**src/sgh_pkg.sv**
```systemverilog
// constants, register map and state encodings of the servo gear/brake/homing block
package sgh_pkg;
  // clock rate and the millisecond tick derived from it
  localparam int CLK_HZ = 25_000_000;
  localparam int MS_PER_S = 1000;
  localparam int MS_CYC = CLK_HZ / MS_PER_S;
  // register indices; the byte address is four times the index
  localparam logic [8:0] IX_BASE = 9'h120;
  localparam logic [8:0] IX_ZSPD = 9'h126;
  localparam logic [8:0] IX_VFS = 9'h128;
  localparam logic [8:0] IX_TFS = 9'h129;
  localparam logic [8:0] IX_BON = 9'h12a;
  localparam logic [8:0] IX_BOFF = 9'h12b;
  localparam logic [8:0] IX_GNUM = 9'h12c;
  localparam logic [8:0] IX_GDEN = 9'h12d;
  localparam logic [8:0] IX_PSCL = 9'h12e;
  localparam logic [8:0] IX_HSET = 9'h12f;
  localparam logic [8:0] IX_HFAST = 9'h130;
  localparam logic [8:0] IX_HCREEP = 9'h131;
  localparam logic [8:0] IX_HREV = 9'h132;
  localparam logic [8:0] IX_HCNT = 9'h133;
  localparam logic [8:0] IX_ALT1 = 9'h13c;
  localparam logic [8:0] IX_CTRL = 9'h13f;
  localparam logic [8:0] IX_STAT = 9'h140;
  localparam logic [8:0] IX_PFBL = 9'h141;
  localparam logic [8:0] IX_PFBH = 9'h142;
  // reset values
  localparam logic [15:0] RV_ZSPD = 16'h000a;
  localparam logic [15:0] RV_VFS = 16'h0bb8;
  localparam logic [15:0] RV_TFS = 16'h0064;
  localparam logic [15:0] RV_BDLY = 16'h0014;
  localparam logic [15:0] RV_GEAR = 16'h0001;
  localparam logic [15:0] RV_PSCL = 16'h0001;
  localparam logic [15:0] RV_HFAST = 16'h03e8;
  localparam logic [15:0] RV_HCREEP = 16'h0032;
  // scaling figures
  localparam int FULL_MV = 10000;
  localparam int SEL_SPLIT = 10000;
  localparam int SF_MAX = 125;
  localparam int PPR_MIN = 20;
  localparam int PPR_MAX = 2500;
  localparam int PPR_STEP = 20;
  localparam int LINES = 2500;
  localparam int CNT_PER_REV = 10000;
  // control and status fields
  localparam int CTRL_MODE_LSB = 0;
  localparam int CTRL_GSEL_LSB = 2;
  localparam int ST_BRK = 0;
  localparam int ST_HACT = 1;
  localparam int ST_HDONE = 2;
  // control modes
  localparam logic [1:0] MODE_POS = 2'h0;
  localparam logic [1:0] MODE_VEL = 2'h1;
  localparam logic [1:0] MODE_TRQ = 2'h2;
  // homing setup digit codes
  localparam logic [3:0] SNS_FLIM = 4'h0;
  localparam logic [3:0] SNS_RLIM = 4'h1;
  localparam logic [3:0] SNS_FHOME = 4'h2;
  localparam logic [3:0] SNS_INDEX = 4'h4;
  localparam logic [3:0] IDX_REV = 4'h0;
  localparam logic [3:0] IDX_FWD = 4'h1;
  localparam logic [3:0] IDX_STAY = 4'h2;
  localparam logic [3:0] TRG_OFF = 4'h0;
  localparam logic [3:0] TRG_PWR = 4'h1;
  localparam logic [3:0] TRG_DI = 4'h2;
  localparam logic [3:0] STP_RET = 4'h0;
  typedef enum logic [1:0] {
    BRK_HOLD = 2'b00,
    BRK_ON = 2'b01,
    BRK_REL = 2'b10,
    BRK_OFF = 2'b11
  } sgh_brk_t;
  typedef enum logic [2:0] {
    HM_IDLE = 3'b000,
    HM_FAST = 3'b001,
    HM_OFF = 3'b010,
    HM_INDEX = 3'b011,
    HM_DONE = 3'b100
  } sgh_home_t;
endpackage

```
**src/sgh_top.sv**
```systemverilog
// servo motion support: analog scaling, brake sequencing, gearing, encoder output, homing
// What this block does
// - in position and torque modes velocity limit is input volts times full scale over 10 V
// - in velocity mode input maps linearly, both signs, onto the velocity command
// - in position and velocity modes torque limit is volts times torque full scale over 10 V
// - in torque mode 10 V commands the full scale torque percentage, both signs
// - after enable wait the on delay in ms before releasing the brake
// - after disable wait the off delay in ms before engaging the brake
// - motor below zero speed threshold at servo off engages the brake at once
// - motor above threshold at servo off engages brake when off delay expires
// - position command is input pulses times numerator over denominator
// - alternative numerators may replace the first, sharing the denominator
// - scaling applies to quadrature outputs only, index output passes unchanged
// - selector zero gives 2500 over scale factor pulses per rev, factor 1 to 125
// - selector one gives the set pulse count per rev, 20 to 2500, steps of 20
// - sensor digit picks forward/reverse limit, forward/reverse home sensor or index
// - index digit picks reverse to index, forward to index, or stop at sensor
// - trigger digit picks disabled, start at power-up, or start from digital input
// - stop digit picks return to home or stop in the forward direction
// - fast speed until sensor, creep back off sensor, stop at next index pulse
// - the secondary homing phase runs at the programmed creep speed
// - limit inputs used as home sensor regain overtravel protection after homing
// - at homing end position loads offset revs times 10000 plus offset counts
// - zero speed threshold for brake decisions is a programmable rpm level
//
// Added by the designer: the Wishbone interface to the registers.
module sgh_top
  import sgh_pkg::*;
#(
  parameter int MS_CYCLES = sgh_pkg::MS_CYC
) (
  input wire logic sys_clk_in, // 25 MHz clock
  input wire logic rst_in, // synchronous reset, active high
  input wire logic wb_cyc_in, // bus cycle
  input wire logic wb_stb_in, // bus strobe
  input wire logic wb_we_in, // write enable
  input wire logic [10:0] wb_adr_in, // byte address
  input wire logic [3:0] wb_sel_in, // byte lanes
  input wire logic [31:0] wb_dat_in, // write data
  output logic [31:0] wb_dat_out, // read data
  output logic wb_ack_out, // acknowledge
  input wire logic signed [15:0] ana_vel_in, // velocity analog input, mV
  input wire logic signed [15:0] ana_trq_in, // torque analog input, mV
  output logic signed [15:0] vel_cmd_out, // velocity command, rpm
  output logic signed [15:0] vel_lim_out, // velocity limit, rpm
  output logic signed [15:0] trq_cmd_out, // torque command, percent
  output logic signed [15:0] trq_lim_out, // torque limit, percent
  input wire logic drive_en_in, // servo on
  input wire logic signed [15:0] motor_speed_in, // measured speed, rpm
  output logic brake_release_out, // high releases the brake
  input wire logic cmd_pulse_in, // command pulse
  input wire logic cmd_dir_in, // command direction, 1 forward
  output logic signed [31:0] pos_cmd_out, // geared position command
  input wire logic enc_step_in, // motor encoder count
  input wire logic enc_dir_in, // encoder direction, 1 forward
  input wire logic index_in, // motor index pulse
  output logic quad_out_a, // emulated channel a
  output logic quad_out_a_n, // complement of a
  output logic quad_out_b, // emulated channel b
  output logic quad_out_b_n, // complement of b
  output logic index_out, // index output
  output logic index_out_n, // complement of index
  input wire logic fwd_limit_in, // forward overtravel switch
  input wire logic rev_limit_in, // reverse overtravel switch
  input wire logic home_sensor_in, // dedicated home sensor
  input wire logic digital_input, // homing start input
  output logic signed [15:0] home_vel_out, // homing speed command, rpm
  output logic home_active_out, // homing in progress
  output logic home_done_out, // homing completed
  output logic home_return_out, // move back to home requested
  output logic ot_protect_out, // overtravel protection active
  output logic signed [31:0] pos_fb_out // actual position, counts
);
  typedef struct packed {
    logic [31:0][15:0] regs;
    logic ack;
    logic [31:0] rdat;
    sgh_brk_t brk;
    logic [15:0] pre;
    logic [15:0] msc;
    logic signed [31:0] grem;
    logic signed [31:0] pcmd;
    logic signed [15:0] eacc;
    logic [1:0] quad;
    logic idx;
    logic signed [31:0] pfb;
    sgh_home_t hm;
    logic hdone;
    logic armed;
    logic di_d;
    logic signed [15:0] hvel;
    logic signed [15:0] vc;
    logic signed [15:0] vl;
    logic signed [15:0] tc;
    logic signed [15:0] tl;
  } sgh_st_t;
  sgh_st_t st, nxt_st;
  logic [8:0] wb_ix;
  logic wb_req;
  logic [15:0] vfs, tfs, bon, boff, zspd, den_eff, num_sel, pscl, hset;
  logic [1:0] mode;
  logic [1:0] gsel;
  logic signed [31:0] vprod, tprod, hoff;
  logic signed [15:0] vs, ts, spd_abs;
  logic slow;
  logic bsel;
  logic [15:0] a_fld, sf, ppr, einc, emod;
  logic estep_f, estep_r;
  logic [3:0] scode, icode, tcode, pcode;
  logic hit, fast_fwd, creep_fwd, hstart;
  // decimal digit of the homing setup, k = 0 is the least significant
  function automatic logic [3:0] digit(input logic [15:0] v, input int k);
    logic [15:0] q;
    q = v;
    for (int i = 0; i < k; i++)
      q = q / 16'd10;
    return 4'(q % 16'd10);
  endfunction
  // writable register indices
  function automatic logic is_rw(input logic [8:0] ix);
    return ix == IX_ZSPD || (ix >= IX_VFS && ix <= IX_HCNT) || (ix >= IX_ALT1 && ix <= IX_CTRL);
  endfunction
  // reset image of the register file
  function automatic logic [31:0][15:0] reg_rst();
    logic [31:0][15:0] r;
    r = '0;
    r[IX_ZSPD[4:0]] = RV_ZSPD;
    r[IX_VFS[4:0]] = RV_VFS;
    r[IX_TFS[4:0]] = RV_TFS;
    r[IX_BON[4:0]] = RV_BDLY;
    r[IX_BOFF[4:0]] = RV_BDLY;
    r[IX_GNUM[4:0]] = RV_GEAR;
    r[IX_GDEN[4:0]] = RV_GEAR;
    r[IX_PSCL[4:0]] = RV_PSCL;
    r[IX_HFAST[4:0]] = RV_HFAST;
    r[IX_HCREEP[4:0]] = RV_HCREEP;
    return r;
  endfunction
  // register fields and bus decode
  assign wb_ix = wb_adr_in[10:2];
  assign wb_req = wb_cyc_in && wb_stb_in && !st.ack;
  assign zspd = st.regs[IX_ZSPD[4:0]];
  assign vfs = st.regs[IX_VFS[4:0]];
  assign tfs = st.regs[IX_TFS[4:0]];
  assign bon = st.regs[IX_BON[4:0]];
  assign boff = st.regs[IX_BOFF[4:0]];
  assign pscl = st.regs[IX_PSCL[4:0]];
  assign hset = st.regs[IX_HSET[4:0]];
  assign mode = st.regs[IX_CTRL[4:0]][CTRL_MODE_LSB +: 2];
  assign gsel = st.regs[IX_CTRL[4:0]][CTRL_GSEL_LSB +: 2];
  assign num_sel = (gsel == 2'h0) ? st.regs[IX_GNUM[4:0]] :
                   st.regs[5'(IX_ALT1[4:0] + {3'h0, gsel} - 5'h1)];
  assign den_eff = (st.regs[IX_GDEN[4:0]] == 16'h0) ? 16'h1 : st.regs[IX_GDEN[4:0]];
  // analog scaling, full scale reached at 10 V; widened first so the product cannot wrap
  assign vprod = 32'(ana_vel_in) * $signed({16'h0, vfs});
  assign tprod = 32'(ana_trq_in) * $signed({16'h0, tfs});
  assign vs = 16'(vprod / FULL_MV);
  assign ts = 16'(tprod / FULL_MV);
  // brake speed test
  assign spd_abs = motor_speed_in[15] ? -motor_speed_in : motor_speed_in;
  assign slow = spd_abs < $signed({1'b0, zspd[14:0]});
  // encoder output scaling decode
  assign bsel = pscl >= 16'(SEL_SPLIT);
  assign a_fld = bsel ? pscl - 16'(SEL_SPLIT) : pscl;
  assign sf = (a_fld == 16'h0) ? 16'h1 : (a_fld > 16'(SF_MAX)) ? 16'(SF_MAX) : a_fld;
  assign ppr = (a_fld < 16'(PPR_MIN)) ? 16'(PPR_MIN) :
               (a_fld > 16'(PPR_MAX)) ? 16'(PPR_MAX) :
               a_fld - (a_fld % 16'(PPR_STEP));
  assign einc = bsel ? ppr : 16'h1;
  assign emod = bsel ? 16'(LINES) : sf;
  assign estep_f = st.eacc >= $signed(emod);
  assign estep_r = st.eacc <= -$signed(emod);
  // homing setup digits and sensor selection
  assign scode = digit(hset, 0);
  assign icode = digit(hset, 1);
  assign tcode = digit(hset, 2);
  assign pcode = digit(hset, 3);
  always_comb
  begin
    unique case (scode)
      SNS_FLIM: hit = fwd_limit_in;
      SNS_RLIM: hit = rev_limit_in;
      SNS_INDEX: hit = index_in;
      default: hit = home_sensor_in;
    endcase
  end
  assign fast_fwd = (scode == SNS_INDEX) ? (icode == IDX_FWD) : !scode[0];
  assign creep_fwd = (icode == IDX_FWD) ? 1'b1 : !fast_fwd;
  assign hstart = (st.hm == HM_IDLE) && ((tcode == TRG_PWR && st.armed) ||
                  (tcode == TRG_DI && digital_input && !st.di_d));
  assign hoff = 32'($signed(st.regs[IX_HREV[4:0]]) * CNT_PER_REV) +
                32'($signed(st.regs[IX_HCNT[4:0]]));
  // next state of the whole block
  always_comb
  begin
    nxt_st = st;
    // wishbone slave, one wait state
    nxt_st.ack = wb_req;
    if (wb_req)
    begin
      nxt_st.rdat = '0;
      if (wb_ix >= IX_BASE && wb_ix <= IX_CTRL)
        nxt_st.rdat = {16'h0, st.regs[wb_ix[4:0]]};
      else if (wb_ix == IX_STAT)
        nxt_st.rdat = {29'h0, st.hdone, st.hm != HM_IDLE, brake_release_out};
      else if (wb_ix == IX_PFBL)
        nxt_st.rdat = {16'h0, st.pfb[15:0]};
      else if (wb_ix == IX_PFBH)
        nxt_st.rdat = {16'h0, st.pfb[31:16]};
      if (wb_we_in && is_rw(wb_ix))
      begin
        if (wb_sel_in[0])
          nxt_st.regs[wb_ix[4:0]][7:0] = wb_dat_in[7:0];
        if (wb_sel_in[1])
          nxt_st.regs[wb_ix[4:0]][15:8] = wb_dat_in[15:8];
      end
    end
    // analog commands and limits per control mode
    nxt_st.vc = (mode == MODE_VEL) ? vs : 16'sh0;
    nxt_st.vl = (mode != MODE_VEL) ? vs : 16'sh0;
    nxt_st.tc = (mode == MODE_TRQ) ? ts : 16'sh0;
    nxt_st.tl = (mode != MODE_TRQ) ? ts : 16'sh0;
    // millisecond timer for the brake delays
    if (st.pre == 16'(MS_CYCLES - 1))
    begin
      nxt_st.pre = '0;
      nxt_st.msc = st.msc + 16'h1;
    end
    else
      nxt_st.pre = st.pre + 16'h1;
    unique case (st.brk)
      BRK_HOLD:
        if (drive_en_in)
        begin
          nxt_st.brk = BRK_ON;
          nxt_st.pre = '0;
          nxt_st.msc = '0;
        end
      BRK_ON:
        if (!drive_en_in)
          nxt_st.brk = BRK_HOLD;
        else if (st.msc >= bon)
          nxt_st.brk = BRK_REL;
      BRK_REL:
        if (!drive_en_in)
        begin
          nxt_st.pre = '0;
          nxt_st.msc = '0;
          if (slow || boff == 16'h0)
            nxt_st.brk = BRK_HOLD;
          else
            nxt_st.brk = BRK_OFF;
        end
      BRK_OFF:
        if (st.msc >= boff)
          nxt_st.brk = BRK_HOLD;
        else if (drive_en_in)
          nxt_st.brk = BRK_REL;
    endcase
    // electronic gear: remainder takes num per pulse, gives den per output count
    nxt_st.grem = st.grem + (cmd_pulse_in ? (cmd_dir_in ? $signed({16'h0, num_sel}) :
                  -$signed({16'h0, num_sel})) : 32'sh0);
    if (st.grem >= $signed({16'h0, den_eff}))
    begin
      nxt_st.grem = nxt_st.grem - $signed({16'h0, den_eff});
      nxt_st.pcmd = st.pcmd + 32'sh1;
    end
    else if (st.grem <= -$signed({16'h0, den_eff}))
    begin
      nxt_st.grem = nxt_st.grem + $signed({16'h0, den_eff});
      nxt_st.pcmd = st.pcmd - 32'sh1;
    end
    // encoder emulation: one quadrature edge each time the accumulator wraps
    nxt_st.eacc = st.eacc + (enc_step_in ? (enc_dir_in ? $signed(einc) : -$signed(einc)) :
                  16'sh0);
    if (estep_f)
    begin
      nxt_st.eacc = nxt_st.eacc - $signed(emod);
      nxt_st.quad = st.quad + 2'h1;
    end
    else if (estep_r)
    begin
      nxt_st.eacc = nxt_st.eacc + $signed(emod);
      nxt_st.quad = st.quad - 2'h1;
    end
    nxt_st.idx = index_in;
    // actual position from the motor encoder
    if (enc_step_in)
      nxt_st.pfb = enc_dir_in ? st.pfb + 32'sh1 : st.pfb - 32'sh1;
    // homing sequencer
    nxt_st.di_d = digital_input;
    nxt_st.hvel = 16'sh0;
    unique case (st.hm)
      HM_IDLE:
        if (hstart)
        begin
          nxt_st.hm = HM_FAST;
          nxt_st.armed = 1'b0;
          nxt_st.hdone = 1'b0;
        end
      HM_FAST:
      begin
        nxt_st.hvel = fast_fwd ? $signed(st.regs[IX_HFAST[4:0]]) :
                      -$signed(st.regs[IX_HFAST[4:0]]);
        if (hit)
          nxt_st.hm = (scode == SNS_INDEX || icode == IDX_STAY) ? HM_DONE : HM_OFF;
      end
      HM_OFF:
      begin
        nxt_st.hvel = creep_fwd ? $signed(st.regs[IX_HCREEP[4:0]]) :
                      -$signed(st.regs[IX_HCREEP[4:0]]);
        if (!hit)
          nxt_st.hm = HM_INDEX;
      end
      HM_INDEX:
      begin
        nxt_st.hvel = creep_fwd ? $signed(st.regs[IX_HCREEP[4:0]]) :
                      -$signed(st.regs[IX_HCREEP[4:0]]);
        if (index_in)
          nxt_st.hm = HM_DONE;
      end
      HM_DONE:
      begin
        nxt_st.pfb = hoff;
        nxt_st.hdone = 1'b1;
        nxt_st.hm = HM_IDLE;
      end
      default:
        nxt_st.hm = HM_IDLE;
    endcase
  end
  // state register
  always_ff @(posedge sys_clk_in)
  begin
    if (rst_in)
    begin
      st <= '0; // idle brake and homing states are the all-zero codes
      st.regs <= reg_rst();
      st.armed <= 1'b1;
    end
    else
      st <= nxt_st;
  end
  // outputs
  assign wb_ack_out = st.ack;
  assign wb_dat_out = st.rdat;
  assign vel_cmd_out = st.vc;
  assign vel_lim_out = st.vl;
  assign trq_cmd_out = st.tc;
  assign trq_lim_out = st.tl;
  assign brake_release_out = (st.brk == BRK_REL) || (st.brk == BRK_OFF);
  assign pos_cmd_out = st.pcmd;
  assign quad_out_a = st.quad[1];
  assign quad_out_b = st.quad[1] ^ st.quad[0];
  assign quad_out_a_n = !quad_out_a;
  assign quad_out_b_n = !quad_out_b;
  assign index_out = st.idx;
  assign index_out_n = !st.idx;
  assign home_vel_out = st.hvel;
  assign home_active_out = st.hm != HM_IDLE;
  assign home_done_out = st.hdone;
  assign home_return_out = st.hdone && pcode == STP_RET;
  assign ot_protect_out = !(home_active_out && (scode == SNS_FLIM || scode == SNS_RLIM));
  assign pos_fb_out = st.pfb;
endmodule

```
**config.mk**
```make
export PLATFORM = sky130hd
export DESIGN_NAME = sgh_top
export DESIGN_NICKNAME = d
export VERILOG_FILES = /design/src/sgh_pkg.sv /design/src/sgh_top.sv
export SDC_FILE = /design/constraint.sdc
export NUM_CORES = 2
export LEC_CHECK = 0
export CORE_MARGIN = 2
export CORE_UTILIZATION = 50
export CTS_CLUSTER_DIAMETER = 120
export DETAILED_ROUTE_END_ITERATION = 6
export DONT_BUFFER_PORTS = 1
export PLACE_DENSITY = 0.67
export SLEW_MARGIN = 10
export SYNTH_ARGS = -nofsm -noshare
export SYNTH_HDL_FRONTEND = slang
export SYNTH_SLANG_ARGS = --single-unit
export TNS_END_PERCENT = 50
```
**constraint.sdc**
```tcl
create_clock -name sys_clk_in -period 41.4 [get_ports sys_clk_in]
set_input_delay 8.28 -clock sys_clk_in [delete_from_list [all_inputs] [get_ports sys_clk_in]]
set_output_delay 8.28 -clock sys_clk_in [all_outputs]
set_load 0.05 [all_outputs]
```
Word level (Yosys, flattened, before mapping)
Index checks and enable logic that the tools add are counted.
- bitwise gates (word level): 5
- mux-type cells: 63
- $add $sub $neg: 26
- equal/unequal tests: 30
- div/mod/pow operators: 10
- reduce and logical (&&, ||, !) cells: 51
- $lt $le $gt $ge: 19
- multiply operators: 3
- operators by type and width (kind ; number):
    $mux 512 ; 4
    $bwmux 512 ; 2
    $mux 16 ; 23
    $bmux 16 s5 ; 2
    $demux 16 s5 ; 2
    $mux 32 ; 5
    $mux 64 ; 2
    $neg 16->16 ; 5
    $mux 34 ; 2
    $add 32x2->32 const B ; 2
    $div 32x15->32 const B ; 2
    $mod 16x4->16 const B ; 4
    $mul 16x17->32 ; 2
    $neg 16->32 ; 2
    $pmux 32 s2 ; 1
    $sub 32x2->32 const B ; 2
    $div 16x4->16 const B ; 3
    $ge 16x16->1 ; 3
    $logic_not 16->1 ; 3
    $eq 9x9->1 const B ; 4
    $mux 18 ; 2
    $add 16x1->16 const B ; 2
    $add 16x16->16 ; 2
    $add 31x16->32 ; 1
    other kinds (58) ; 125
- output and inout bits: 188
- bits in registers: 780
- word-level logic and storage cells: 259

Longest topological paths before layout
- word-level depth: 14
- mapped depth: 98
- mapped depth without buffers: 82

Worst setup path after synthesis
OpenSTA, ideal clock, no wires.
- path type: input to register
- start: input ana_vel_in[6]
- end: register st (netlist bit vel_lim_out[14])
- data required time: 41273 ps
- setup time: 127 ps
- path buffers: 6
- arrival: 30877 ps
- setup slack: 10396 ps
- stages: 86
- cells stage by stage: clkbuf_1 nand2_1 fa_1 inv_1 fa_1 inv_1 fa_1 fa_1 inv_1 fa_1 fa_1 ha_1 a21o_1 or2_1 a211oi_2 o211ai_1 o311a_1 o211a_1 [... 50 more ...] a2111oi_0 o31ai_1 a2111o_1 a211o_1 a311o_1 maj3_1 xnor2_2 or3_1 nand2_1 a22oi_1 o31ai_2 a31oi_1 a211oi_1 ha_1 and3_1 a31oi_1 xnor2_1 nor2_1
- word-level cells in the longest chain between the ends: 2
- ends and longest elaborated chain (what ; line ; text):
    start, declared ; sgh_top.sv:42 ; input wire logic signed [15:0] ana_vel_in,
    $mul 16x17->32 ; sgh_top.sv:155 ; assign vprod = 32'(ana_vel_in) * $signed({16'h0, vfs});
    $div 32x15->32 ; sgh_top.sv:157 ; assign vs = 16'(vprod / FULL_MV);
    end signal, assigned ; sgh_top.sv:342 ; st <= nxt_st;
    end, declared ; sgh_top.sv:97 ; sgh_st_t st, nxt_st;
No other way between the ends.
A chain may end at the register's enable or synchronous reset.

Final worst setup path
- start: input ana_trq_in[6]
- end: register st (netlist bit trq_cmd_out[10])
- word-level cells in the longest chain between the ends: 2
- ends and longest elaborated chain (what ; line ; text):
    start, declared ; sgh_top.sv:43 ; input wire logic signed [15:0] ana_trq_in,
    $mul 16x17->32 ; sgh_top.sv:156 ; assign tprod = 32'(ana_trq_in) * $signed({16'h0, tfs});
    $div 32x15->32 ; sgh_top.sv:158 ; assign ts = 16'(tprod / FULL_MV);
No other way between the ends.

==> metrics <==
Reg clk slew, reported paths 60 ps; final routed DRC violation total 8; I/O Buffers 0; Final setup viols 0; most common cell after layout, fill and taps aside nand2_1; CTS tree yes; CTS Buffer Depth 3; Main synth FF type dfxtp_1; initial antenna violation count 13; Crit. End Element flip-flop; startpoint type of the worst setup path primary input; Max stage delay cell, worst path a2111oi_1; Cell Area, Placed 84,800 sq um; Initial DRC Count 6,188; #FFs+latches synth 764; Netlist cell types 172; global route total overflow 0; Final HPWL DP 186 mm; Period minus WS final 36,480 ps; RSZ-0062 raised after global routing false; Most flops, register st; Peak Freq 27.4 MHz; Worst Path Max Fanout 16; Relative slew margins -0.493; P&R area growth vs syn 3.72%; Root Buffer clkbuf_16; Crit Path Class primary input to flip-flop; Slew @ Worst Pin 2240 ps; sequential area share after synthesis 0.180; vias in the first global route 72,100; num rows 151; wire length per cell 19.8 um; Max-Cap Viols 0; routed via count 74,686; io pins 298; Die W 416 um; Total Wirelength 244 mm; post_cts resized 0; routability congestion estimate 0.904; Setup TNS 0 ps; Synth warnings 0; Crit path required time 41,970 ps; Final Hold Fails 0; number of CTS-inserted buffers 90; Worst-Skew Late Latency 740 ps; most frequent cells in the layout 1,330 x nand2_1, 849 x inv_1, 836 x nor2_1, 764 x dfxtp_1, 756 x a21oi_1; clock skew 73.5 ps; EDFF count, synth 0; Filler cells 15,913; Final Max Tran Viols 299; Die H 416 um; Post-synth ARST share 0; clock sinks 764; DRT Pass-1 Iters 7; cts hold-fix bufs 0; Syn Std Cell Area 84,800 sq um; Tightest Hold Check Type flip-flop to flip-flop; Setup Buffers After CTS 0; period utilization 0.881; DR vias/cell 6.04; initial core utilization 0.502; largest net degree at the start of global routing 657; nets@finish 11,273; failing checks DRC, slew limit; Sequential Area 15,300 sq um; H-tree depth reported by CTS 3; global-route wire length before repair 389 mm; share of layout cells above drive strength 1 0.0750; cells after synthesis 10,498; crit-path max cell delay 980 ps; number of flip-flops in the largest register 484; global-route usage over all layers 0.274; design area 87,900 sq um; die area 173,000 sq um; core area 169,000 sq um; fin util 0.521; remaining antenna violation count 0; outcome finished with violations; Mapped Avg Cell Area 8.08 sq um; area of the multi-input gates 63,100 sq um; WP data arrival 37,050 ps
[cells by family after synthesis]
logic type                 share of synthesized area
AOI/OAI and AO/OA                              0.196
DFF                                            0.180
and+or+nand+nor                                0.216
muxes                                         0.0638
xor gates and xnor gates                      0.0633
other                                      0.0000886
buffers and inverters                         0.0779
adders and majority gates                      0.203
[per-stage QoR]
step | hold slack [ps] | instances | setup slack, ps
after floorplan | 418 | 10548 | 10400
after global placement | 429 | 12197 | 5130
after detailed placement | 437 | 12197 | 4860
after CTS | 451 | 12357 | 5540
after global routing | 470 | 12362 | 2640
final | 447 | 12364 | 4920
[routing by layer]
metal | global-route usage | part of all wire
met5 | 0 | 0.00031
met4 | 0.125 | 0.048
met2 | 0.451 | 0.46
met1 | 0.355 | 0.43
met3 | 0.0374 | 0.062
[final cells by class]
cell class	count	area share
Multi-Input combinational cell	8299	0.718
Antenna cell	7	0.000199
Clock buffer	123	0.0286
Inverter	857	0.0366
Tap cell	2218	0.0316
Sequential cell	764	0.174
Clock inverter	37	0.00639
Timing Repair Buffer	59	0.00504
[cell usage after synthesis (all sizes together), types with 64 or more instances]
cell type  number  area [sq um]
a21oi         771          3930
nor3          189          1010
o21bai        125           946
o31ai          64           543
nor4           86           612
xnor2         434          3850
nand2        1332          5000
a22oi          64           495
mux4          175          3940
or3            81           532
nand3         178           891
a21o          124           958
o211ai         77           617
o21ai         389          2030
inv           851          3190
a211oi         97           813
and2          275          1740
ha            652          8160
nand2b        134           841
clkbuf        365          1540
fa            440          8810
a31oi         117           759
o21a           64           490
buf           259          1800
dfxtp         764         15300
nand4          79           507
nor2b         325          2030
xor2          169          1490
nor2          840          3160
mux2i         117          1210
and3           76           502
[critical path, delay by kind of cell]
kind	cells	cell delay (ps)
AND/OR/NAND/NOR	17	4180
XOR/XNOR	9	4090
buffers and inverters	5	570
multiplexers	1	570
AO/OA/AOI/OAI	42	15420
adder cells (fa/ha/maj)	8	3830
[final timing paths]
kind	startpoint	to	depth (start not counted)	slack (ps)
worst max-delay path	ana_trq_in[6]	trq_cmd_out[10]	82	4920
worst min-delay path	st[217]	st[217]	1	450
worst max register to register	tfs[4]	trq_cmd_out[10]	82	11390
worst min register to register	st[217]	st[217]	1	450
Power is left out: the tool's default activity adds up to more than one toggle a clock period on the data nets, which glitch-free logic cannot reach.
